[src/shared/ofbid_pkg.sv]
package ofbid_pkg;

   // ****************************************************************
   // Register map (byte offsets in the card's I/O window)
   // ****************************************************************
   localparam logic [4:0] ADDR_GROUP0    = 5'h00;
   localparam logic [4:0] ADDR_GROUP1    = 5'h02;
   localparam logic [4:0] ADDR_GROUP2    = 5'h04;
   localparam logic [4:0] ADDR_GROUP3    = 5'h06;
   localparam logic [4:0] ADDR_BOARD_ID  = 5'h10;
   localparam logic [4:0] ADDR_FREEZE    = 5'h12;

   // ****************************************************************
   // Field layout and sizes
   // ****************************************************************
   localparam int         GROUP_WIDTH    = 16;
   localparam int         GROUP_COUNT    = 4;
   localparam int         CHANNEL_COUNT  = 64;
   localparam int         ID_WIDTH       = 4;
   localparam int         FRZ_EN_POS     = 0;
   localparam int         FRZ_ON_POS     = 1;

   // ****************************************************************
   // Values after reset
   // ****************************************************************
   localparam logic [63:0] OUTPUT_OPEN   = 64'h0000_0000_0000_0000;
   localparam logic [15:0] READ_ZERO     = 16'h0000;

   // Sequencing of the hot reset restore.
   typedef enum logic [1:0] {
      OFBID_RUN,
      OFBID_HOT_RESET
   } ofbid_mode_t;

endpackage

[src/shared/ofbid_freeze_if.sv]
`timescale 1ns/1ps
`default_nettype none
// Freeze request and state between the register block and freeze logic.
interface ofbid_freeze_if;
   logic pin_sync;
   logic soft_en;
   logic active;
   modport ctrl  (output pin_sync, output soft_en, input active);
   modport gate  (input pin_sync, input soft_en, output active);
endinterface
`default_nettype wire

[src/ofbid_freeze_gate.sv]
`timescale 1ns/1ps
`default_nettype none
// Combines pin and software requests into one registered freeze state.
module ofbid_freeze_gate (
   input  wire logic        clk_i,
   input  wire logic        resetn_i,
   ofbid_freeze_if.gate     frz
);
   typedef struct packed {
      logic active;
   } ofbid_gate_state_t;

   ofbid_gate_state_t st;
   ofbid_gate_state_t next_st;

   // Either source raises freeze.
   always_comb begin
      next_st        = st;
      next_st.active = frz.pin_sync | frz.soft_en;
   end

   // State register.
   always_ff @(posedge clk_i or negedge resetn_i) begin
      if (!resetn_i) begin
         st <= '0;
      end else begin
         st <= next_st;
      end
   end

   assign frz.active = st.active;
endmodule
`default_nettype wire

[src/ofbid_output_freeze_board_id.sv]
// Contract
// - Sixty-four output channels follow host-written data while freeze is off.
// - Four-bit board identifier readable, bit 0 least significant, bit 3 most.
// - Identifier bit reads 1 for switch off, 0 for on.
// - Factory switch setting (all on) reads identifier 0.
// - During freeze host writes never reach the output ports.
// - Entering freeze, each port holds its last valid value.
// - Asserted freeze pin activates freeze.
// - Writing 1 to the software control bit activates freeze like the pin.
// - Status flag reads 1 while freeze active, 0 otherwise.
// - Freeze register bit 0 is control, bit 1 is status.
// - Outputs form four groups of sixteen channels.
// - Power-on or hardware reset opens every output channel.
// - Hot reset keeps outputs or loads defaults, chosen by jumper.
`timescale 1ns/1ps
`default_nettype none
module ofbid_output_freeze_board_id (
   input  wire logic        clk_i,
   input  wire logic        resetn_i,
   input  wire logic        hot_reset_i,
   input  wire logic        hot_reset_jumper_i,
   input  wire logic        freeze_request_pin_i,
   input  wire logic [3:0]  identifier_switch_i,
   input  wire logic [4:0]  addr_i,
   input  wire logic        wr_i,
   input  wire logic        rd_i,
   input  wire logic [15:0] wdata_i,
   output var  logic [15:0] rdata_o,
   output var  logic        rvalid_o,
   output var  logic [63:0] isolated_output_o,
   output var  logic        freeze_active_flag_o
);
   // ****************************************************************
   // State
   // ****************************************************************
   typedef struct packed {
      logic [1:0]  pin_meta;
      logic [3:0]  sw_meta;
      logic [3:0]  sw_sync;
      logic        freeze_enable_bit;
      logic [63:0] outputs;
      logic [15:0] rdata;
      logic        rvalid;
   } ofbid_state_t;

   ofbid_state_t st;
   ofbid_state_t next_st;
   ofbid_freeze_if frz ();

   // Read decode for every mapped address, zero elsewhere.
   function automatic logic [15:0] ofbid_read(input logic [4:0] a, input ofbid_state_t s,
                                              input logic act);
      logic [15:0] r;
      r = ofbid_pkg::READ_ZERO;
      unique case (a)
         ofbid_pkg::ADDR_GROUP0:   r = s.outputs[15:0];
         ofbid_pkg::ADDR_GROUP1:   r = s.outputs[31:16];
         ofbid_pkg::ADDR_GROUP2:   r = s.outputs[47:32];
         ofbid_pkg::ADDR_GROUP3:   r = s.outputs[63:48];
         ofbid_pkg::ADDR_BOARD_ID: r = {12'h000, ~s.sw_sync};
         ofbid_pkg::ADDR_FREEZE: begin
            r[ofbid_pkg::FRZ_EN_POS] = s.freeze_enable_bit;
            r[ofbid_pkg::FRZ_ON_POS] = act;
         end
         default:                  r = ofbid_pkg::READ_ZERO;
      endcase
      return r;
   endfunction

   // ****************************************************************
   // Freeze combine
   // ****************************************************************
   assign frz.pin_sync = st.pin_meta[1];
   assign frz.soft_en  = st.freeze_enable_bit;

   ofbid_freeze_gate u_gate (
      .clk_i    (clk_i),
      .resetn_i (resetn_i),
      .frz      (frz)
   );

   // Next-state logic: synchronisers, register writes, reads.
   always_comb begin
      next_st          = st;
      next_st.pin_meta = {st.pin_meta[0], freeze_request_pin_i};
      next_st.sw_meta  = identifier_switch_i;
      next_st.sw_sync  = st.sw_meta;
      next_st.rvalid   = rd_i;
      next_st.rdata    = rd_i ? ofbid_read(addr_i, st, frz.active) : ofbid_pkg::READ_ZERO;
      if (wr_i && addr_i == ofbid_pkg::ADDR_FREEZE) begin
         next_st.freeze_enable_bit = wdata_i[ofbid_pkg::FRZ_EN_POS];
      end
      // Group writes pass only while freeze is off; frozen writes are lost.
      if (wr_i && !frz.active) begin
         for (int g = 0; g < ofbid_pkg::GROUP_COUNT; g++) begin
            if (addr_i == 5'(2 * g)) begin
               next_st.outputs[g*16 +: 16] = wdata_i;
            end
         end
      end
      // Hot reset with jumper low restores the open state.
      if (hot_reset_i && !hot_reset_jumper_i) begin
         next_st.outputs           = ofbid_pkg::OUTPUT_OPEN;
         next_st.freeze_enable_bit = 1'b0;
      end
   end

   // State register; hard reset opens all outputs.
   always_ff @(posedge clk_i or negedge resetn_i) begin
      if (!resetn_i) begin
         st <= '0;
      end else begin
         st <= next_st;
      end
   end

   // ****************************************************************
   // Outputs
   // ****************************************************************
   assign rdata_o              = st.rdata;
   assign rvalid_o             = st.rvalid;
   assign isolated_output_o    = st.outputs;
   assign freeze_active_flag_o = frz.active;
endmodule
`default_nettype wire
[config.mk]
export PLATFORM = sky130hd
export DESIGN_NAME = ofbid_output_freeze_board_id
export DESIGN_NICKNAME = d
export VERILOG_FILES = /design/src/shared/ofbid_pkg.sv /design/src/shared/ofbid_freeze_if.sv /design/src/ofbid_freeze_gate.sv /design/src/ofbid_output_freeze_board_id.sv
export SDC_FILE = /design/constraint.sdc
export NUM_CORES = 1
export LEC_CHECK = 0
export ABC_AREA = 1
export BUFFER_PORTS_ARGS = -buffer_cell sky130_fd_sc_hd__buf_2
export CAP_MARGIN = 25
export CORE_ASPECT_RATIO = 1.2
export CORE_MARGIN = 2
export CORE_UTILIZATION = 53
export DETAILED_ROUTE_END_ITERATION = 16
export GPL_ROUTABILITY_DRIVEN = 0
export PLACE_DENSITY_LB_ADDON = 0.12
export RECOVER_POWER = 100
export SETUP_SLACK_MARGIN = 0.5
export SYNTH_ARGS = -nofsm -noshare
export SYNTH_HDL_FRONTEND = slang
export SYNTH_HIERARCHICAL = 1
export SYNTH_SLANG_ARGS = --single-unit
[constraint.sdc]
create_clock -name clk_i -period 1.8 [get_ports clk_i]
set_input_delay 0.09 -clock clk_i [delete_from_list [all_inputs] [get_ports clk_i]]
set_output_delay 0.09 -clock clk_i [all_outputs]
set_load 0.005 [all_outputs]
==> run summary, run 1 <==
The endpoint class of the critical path was a flip-flop. The actual transition at the worst max-transition pin was 961 ps. Terminating pin of the worst hold path: isolated_output_o[50]$_DFFE_PN0P_. The logs give 665 MHz for the highest achievable clock rate and 70.9 ps for the post-place setup slack. Counting the fill cells in the layout gives 734. The static power due to leakage came out at 2.56 nW. Dividing the final minimum period by the clock period gives 83.5%.

The tools report the root cell of the clock tree as sky130_fd_sc_hd__clkbuf_8. Each instance of the synthesized netlist takes up on average 8.64 um^2. The run gives 93 as the number of sinks on the clock net.

The core region is 8150 um^2. Startpoint of the worst register-to-register path: u_gate/frz.active$_DFF_PN0_. The tightest min-delay check is of the input pin to flip-flop type.

The clock reaches the later pin of the worst-skew pair after 370 ps. The logs give 10900 um for the final wirelength and 4470 um^2 for the post-synthesis instance area. The overall overflow remaining after global route is 0, and the clock transition at the registers of the reported paths is 90 ps.

Ranked by instance count, the synthesized netlist is headed by sky130_fd_sc_hd__nand2_1, sky130_fd_sc_hd__dfrtp_1, sky130_fd_sc_hd__buf_4. The cell depth of the worst hold path works out to 3. The synthesized design contains 0 enable-type register cells. Setup repair after global routing could not meet its margin everywhere. The met3 track utilization from global routing was 3.63%; the path depth of the worst reg2reg path was 7.

The die covers 9190 um^2. In this run the power density over the cells is 889 nW/um^2. The mean routed wirelength per cell is 15.8 um.

The final layout contains 603 nets. Detailed placement finished with a half-perimeter wire length of 6750 um. Counting along the longest clock path gives a buffer depth of 2. Measured on the finished design, the core utilization comes to 60.9%.

Pin placement for this block handled 114 I/O pins. CTS built an H-tree with a depth of 3. TritonCTS built the clock tree. The cell taking the most area after synthesis is sky130_fd_sc_hd__dfrtp_1. Ranked by total cell area, the synthesized netlist is headed by sky130_fd_sc_hd__dfrtp_1, sky130_fd_sc_hd__buf_4, sky130_fd_sc_hd__nand2_1, sky130_fd_sc_hd__o21ai_0, sky130_fd_sc_hd__nand3_1.

The routed layout has 3499 vias. The data required time of the critical path is 2040 ps, and the fraction of met2 tracks used by global routing is 39.0%. Together, buffers and inverters on the worst path number 3.

The maximum fanout along the worst path works out to 14. Once the floorplan was initialized, standard cells occupied 54.8% of the core. Summing the sequential cell areas from Yosys gives 52.1% of the chip area. Yosys instantiated no cell more often than sky130_fd_sc_hd__nand2_1.

In the routed design, unresolved DRC markers number 0. Summing internal, switching and leakage power gives 4.41 mW. The worst setup path is launched from a flip-flop. The maximum single-stage delay on the critical path was 410 ps; the number of global-route vias before repair was 3332. The family with the most delay on the worst path is buffers and inverters. The number of hold violations in the final report was 0; the setup slack of the critical path after layout was 296 ps.

The worst register-to-register path ends at isolated_output_o[59]$_DFFE_PN0P_. The tools report the count of final setup violators as 0. Using the TritonRoute via totals, the vias-per-cell ratio works out to 5.09.

The smallest hold slack came out at 40.6 ps. VDD sags by at most 0.493 mV. In the synthesized netlist the async set-or-reset flop fraction comes to 100%. In this run, the number of DRC markers left after iteration 0 of detailed routing was 235. Number of warnings issued by yosys: 6. The run finished with clean final reports.

The total routing usage reported by global routing is 24.7%. For this run, the leading register cell type out of synthesis is sky130_fd_sc_hd__dfrtp_1. The top cell type by area accounts for 52.1% of the synthesized area.

Worst endpoint data arrival time: 1750 ps. The run gives 1420 um^2 as the multi-input combinational cell area. The width of the die is 87.8 um, and the final setup skew is 7.44 ps. The run gives 17100 um as the global-route wire length before repair.

The number of antenna violations at the first check in global routing is 0. Class of the most critical setup path: flip-flop to flip-flop. TritonCTS created 9 clock buffers. The launch instance of the worst min-delay path was wdata_i[2]. The global routing stage identified its most utilized layer as met2. Measured against its own limit, the worst slew margin works out to 35.9%.

The signal on the critical path passes through nor2_4, buf_6, buf_12, a31oi_4, clkbuf_2, nand2_1, o21ai_1. The max-cap violation count was 0. After synthesis, the netlist uses 20 different library cells. After routing, the total negative slack on setup checks comes to 0 ps. The maximum number of pins on one net before global-route repair came out at 41.

The area growth from synthesis to layout is 11.1%. The worst reg-to-reg setup slack is 300 ps, and the synthesized instance count is 517. For met1 alone, demand over resource in global routing was 33.0%.

The number of search-and-repair iterations in the first detailed-routing pass came out at 5. The final max-slew violation count came out at 0. The proportion of layout cells with a drive suffix above 1 works out to 22.8%. When the netlist entered floorplanning its net count stood at 549. The time the final worst path needs with I/O delays and setup works out to 1500 ps. The post-synthesis register bit count is 93, and the antenna diode count is 0.

The slowest stage of the critical path belongs to the cell sky130_fd_sc_hd__dfrtp_1. The count of buffers from port buffering works out to 113. The register area is 2330 um^2. The floorplan step set the die height to 105 um. The count of nets left with antenna violations once routing finished came out at 0.

The number of rows in the core area is 36.
==> layout by cell type (no fill, tap or decap), types with 2 or more instances in the layout <==
master,count
sky130_fd_sc_hd__inv_2,2
sky130_fd_sc_hd__o21ai_1,19
sky130_fd_sc_hd__buf_2,77
sky130_fd_sc_hd__nor2_2,4
sky130_fd_sc_hd__clkinv_2,2
sky130_fd_sc_hd__dlygate4sd3_1,7
sky130_fd_sc_hd__nand3_1,35
sky130_fd_sc_hd__dfrtp_1,93
sky130_fd_sc_hd__nand2_2,3
sky130_fd_sc_hd__o21ai_0,47
sky130_fd_sc_hd__a21oi_1,2
sky130_fd_sc_hd__buf_4,9
sky130_fd_sc_hd__nor2_1,34
sky130_fd_sc_hd__inv_1,16
sky130_fd_sc_hd__clkbuf_2,4
sky130_fd_sc_hd__a31oi_4,2
sky130_fd_sc_hd__buf_12,6
sky130_fd_sc_hd__clkbuf_1,38
sky130_fd_sc_hd__nand4_1,7
sky130_fd_sc_hd__clkbuf_8,11
sky130_fd_sc_hd__nor2_4,6
sky130_fd_sc_hd__nand2_1,144
==> kinds of logic after synthesis <==
| logic type | share of synthesized area [%] |
|---|---|
| AO/OA/AOI/OAI | 8.37 |
| buffers and inverters | 17.9 |
| flip-flops | 52.1 |
| AND/OR/NAND/NOR | 21.7 |
==> cell type report <==
type / count / area share [%]
Tap cell: 114 / 2.87
Inverter: 18 / 1.36
Clock inverter: 2 / 0.202
Sequential cell: 93 / 46.9
Timing Repair Buffer: 143 / 17.0
Multi-Input combinational cell: 306 / 28.5
Clock buffer: 12 / 3.13
==> report_power, final <==
group / switching, mW / internal, mW / leakage (nW)
combinational: 0.402 / 0.292 / 1.28
sequential: 0.173 / 2.29 / 1.19
clock: 0.692 / 0.559 / 0.0881
==> registers in the layout, indices dropped and copies added (netlist names) <==
| signal | cells |
|---|---|
| frz.pin_sync | 1 |
| u_gate/frz.active | 1 |
| st | 4 |
| frz.soft_en | 1 |
| next_st | 5 |
| rvalid_o | 1 |
| isolated_output_o | 64 |
| rdata_o | 16 |
==> per-layer routing <==
layer  part of all wire (%)  routed length [um]  up-vias
li1                       -                   -     1692
met1                     42                4590     1646
met2                     50                5410      147
met3                    6.3                 685       14
met4                    1.6                 174        0
met5                      0                   0        -
==> tightest hold or removal path: cells and delay by family <==
family / cells / cell delay (ps)
AO/OA/AOI/OAI: 1 / 80
AND/OR/NAND/NOR: 1 / 110
buffers and inverters: 1 / 90
==> metrics by stage <==
stage / cell area, um^2 / std cells
6_report: 4960 / 688
4_1_cts: 4970 / 681
3_3_place_gp: 4570 / 651
2_1_floorplan: 4470 / 517
3_5_place_dp: 4570 / 651
5_1_grt: 4960 / 688
==> repair_timing <==
| action | in CTS | in global routing |
|---|---|---|
| setup endpoints to repair | 57 | 51 |
| gates cloned | 4 | 1 |
| resized for setup | 11 | 13 |
| hold buffers | 7 | 0 |
| buffers inserted | 5 | 6 |
| pin swaps | 6 | 6 |
| hold endpoints to repair | 40 | 0 |
==> how the worst max path moves through the flow <==
stage	startpoint	end	slack, ps	depth (start not counted)
after floorplan	u_gate/frz.active$_DFF_PN0_	isolated_output_o[4]$_DFFE_PN0P_	570	7
after global placement	u_gate/frz.active$_DFF_PN0_	isolated_output_o[5]$_DFFE_PN0P_	180	5
after detailed placement	addr_i[4]	isolated_output_o[4]$_DFFE_PN0P_	70	6
after CTS	u_gate/frz.active$_DFF_PN0_	isolated_output_o[13]$_DFFE_PN0P_	440	5
after global routing	u_gate/frz.active$_DFF_PN0_	isolated_output_o[55]$_DFFE_PN0P_	220	7
final	u_gate/frz.active$_DFF_PN0_	isolated_output_o[59]$_DFFE_PN0P_	300	7
Power figures use the tool's default switching activity.
==> run 2: changes to the inputs <==
- clock period: 1.8 -> 1.55 ns (I/O delays scaled with it)
==> run 2 against run 1 <==
Via count up 3.5%. Sequential power up 17%. Routed wire length up 0.55%. Combinational power up 27%. Worst setup slack worse by 110 ps. Sequential cell count unchanged. Design area up 5.4%. First-iteration DRC count up 22%. Global-route usage down 0.66 points. Critical path depth down 1. Critical path type unchanged.
==> run summary, run 2 (same netlist as run 1, synthesis figures left out) <==
Total routing usage reported by global routing: 24.0% (-0.66 points). The run gives 3437 (+3.2%) as the number of global-route vias before repair. The power per unit of standard cell area works out to 1030 nW/um^2 (+16%). Worst hold path class: input pin to flip-flop. The count of buffers from port buffering is 113 (unchanged), and the number of search-and-repair iterations in the first detailed-routing pass is 5 (unchanged). Number of remaining DRC errors: 0 (unchanged). The final setup skew came out at 8.95 ps (+1.51 ps). The maximum single-stage delay on the critical path came out at 390 ps (-20 ps).

The design area was 5230 um^2 (+5.4%). The area growth from synthesis to layout is 17.1%. Walking the worst path, the cells encountered are nor2_4, clkbuf_1, a21oi_2, buf_12, clkbuf_16, o21ai_0. The width of the die was 87.8 um (unchanged). Slowest cell on the critical path: sky130_fd_sc_hd__dfrtp_1. The time the final worst path needs with I/O delays and setup is 1370 ps (-136 ps), and the maximum level of the CTS H-tree is 3 (unchanged). The tools report the number of hold violations in the final report as 0 (unchanged). The global-route wire length before repair came out at 17000 um (-0.49%). The tools report the number of nets in the layout as 614 (+1.8%).

The count of final setup violators was 0 (unchanged). The kind of cell with the highest combined delay along the critical path is buffers and inverters. The tools report the post-place setup slack as 64.4 ps (-6.56 ps).

The final setup TNS is 0 ps (unchanged), and the source-to-sink clock delay at the later pin of the worst-skew pair is 350 ps (-20 ps). The number of sinks on the clock net came out at 93 (unchanged). The mean routed wirelength per cell was 15.6 um (-1.3%). The maximum fanout along the worst path works out to 7 (-7). For the overall overflow remaining after global route, the log shows 0 (unchanged). The proportion of layout cells with a drive suffix above 1 works out to 27.6% (+4.8 points).

TritonCTS built the clock tree. The flow ran to the end, and the final reports show no timing, DRC or antenna violations. The number of flip-flops in the largest register came out at 64 (unchanged).

The number of CTS-inserted buffers was 9 (unchanged); the clock transition at the registers of the reported paths was 90 ps (about the same). The run gives 1780 ps (-260 ps) as the data required time of the critical path. The max-cap violation count was 0 (unchanged); the overall power was 5.41 mW (+23%). The top cell types in the final layout, fill and taps aside, are sky130_fd_sc_hd__nand2_1, sky130_fd_sc_hd__dfrtp_1, sky130_fd_sc_hd__buf_2, sky130_fd_sc_hd__o21ai_0, sky130_fd_sc_hd__clkbuf_1.

The setup slack of the critical path after layout came out at 182 ps (-114 ps). The run gives 0 (unchanged) as the antenna diode count. The tools report the final wirelength as 10900 um (+0.55%). The number of vias in the routed layout is 3620 (+3.5%). The tools report the final max-slew violation count as 0 (unchanged). The final worst-path cycle share was 88.2% (+4.7 points).

Number of buffers and inverters on the critical path: 3 (unchanged). The root cell of the clock tree was sky130_fd_sc_hd__clkbuf_8. The tools report the highest achievable clock rate as 731 MHz (+9.9%). The max-slew headroom at the worst pin was 44.3% (+8.3 points).

The worst ir drop on vdd is 0.512 mV (+3.7%), and the actual transition at the worst max-transition pin is 836 ps (-125 ps). The final cell utilization of the core came out at 64.2% (+3.3 points). The tools report the count of antenna-violating nets left after detailed routing as 0 (unchanged). The most common library cell in the layout ignoring fill and taps is sky130_fd_sc_hd__nand2_1.

The vias per cell works out to 5.16 (+1.5%). For the area of the die, the log shows 9190 um^2 (unchanged). Setup repair after global routing could not meet its margin everywhere. For the maximum number of pins on one net before global-route repair, the log shows 94 (+130%). The run gives 2.69 nW (+5.1%) as the static power due to leakage. STA classifies the critical path startpoint as a flip-flop. The run gives 54.8% (unchanged) as the initial core utilization. The number of buffers on the longest clock path was 2 (unchanged). The worst setup path is of the flip-flop to flip-flop kind.

The number of antenna violations at the first check in global routing came out at 0 (unchanged). The tools report the number of DRC markers after the initial detailed-route iteration as 287 (+22%). The logs give 36 (unchanged) for the number of rows in the core area and 114 (unchanged) for the number of primary I/O pins. The tools report the worst endpoint data arrival time as 1600 ps (-150 ps).

Half-perimeter wire length after placement: 6900 um (+2.2%). The area inside the core boundary came out at 8150 um^2 (unchanged). The endpoint class of the critical path is a flip-flop. The vertical die dimension was 105 um (unchanged); the number of inserted filler cells in the final layout was 725 (-1.2%). The tools report the instance area at placement as 4670 um^2 (+2.2%).
## run 2: cell types whose count changed in the layout (fill, tap and decap cells not counted), sizes merged
| cell | change |
|---|---|
| clkinv | -1 |
| clkinvlp | +2 |
| bufinv | +1 |
| clkbuf | -3 |
| a31oi | -1 |
| buf | +17 |
| inv | +1 |
| nor2 | -3 |
## run 2: worst reg2reg max path, delay by kind of cell (launching register included)
kind | cells | cell delay, ps
and+or+nand+nor | 1 | 50
AOI/OAI and AO/OA | 2 | 380
buffers and inverters | 3 | 430
DFF | 1 | 390
## run 2: cell type report
| class | count | area, um^2 | share of cell area [%] |
|---|---|---|---|
| Sequential cell | 93 | 2330 | 44.5 |
| Multi-Input combinational cell | 302 | 1420 | 27.2 |
| Timing Repair Buffer | 158 | 1070 | 20.5 |
| Tap cell | 114 | 143 | 2.73 |
| Clock buffer | 11 | 141 | 2.70 |
| Inverter | 18 | 70.1 | 1.34 |
| Clock inverter | 5 | 58.8 | 1.12 |
## run 2: path summary, 6_finish.rpt
check / start / end / slack [ps] / cells after the start
min in group asynchronous: resetn_i / st[84]$_DFF_PN0_ / 460 / 3
min: wdata_i[10] / isolated_output_o[26]$_DFFE_PN0P_ / 60 / 3
max reg2reg: u_gate/frz.active$_DFF_PN0_ / isolated_output_o[18]$_DFFE_PN0P_ / 180 / 6
min reg2reg: next_st[85]$_DFF_PN0_ / st[85]$_DFF_PN0_ / 350 / 0
max in group asynchronous: resetn_i / isolated_output_o[13]$_DFFE_PN0P_ / 510 / 3
max: u_gate/frz.active$_DFF_PN0_ / isolated_output_o[18]$_DFFE_PN0P_ / 180 / 6
## run 2: routing by layer
metal	vias up	wire, um	global-route usage (%)
met2	170	5440	38.0
met1	1727	4540	32.9
li1	1702	-	-
met5	-	0	0
met4	0	222	10.3
met3	21	714	3.32
## run 2: through the flow
| stage | instances | hold WS [ps] |
|---|---|---|
| 6_report | 701 | 57.1 |
| 5_1_grt | 701 | 54.1 |
| 4_1_cts | 695 | 38.7 |
| 3_5_place_dp | 657 | 166 |
| 3_3_place_gp | 657 | 161 |
| 2_1_floorplan | 517 | -218 |
## run 2: what timing repair did
| item | CTS | global route |
|---|---|---|
| setup endpoints to repair | 64 | 69 |
| resized for setup | 21 | 32 |
| pin swaps | 6 | 4 |
| hold buffers | 7 | 0 |
| setup buffers | 12 | 4 |
| cloned | 3 | 2 |
| endpoints found under the hold margin | 99 | 0 |
## run 2: power breakdown
| group | total, mW | switching [mW] | internal (mW) |
|---|---|---|---|
| sequential | 2.88 | 0.218 | 2.66 |
| clock | 1.65 | 0.853 | 0.794 |
| combinational | 0.883 | 0.480 | 0.403 |
| total | 5.41 | 1.55 | 3.86 |
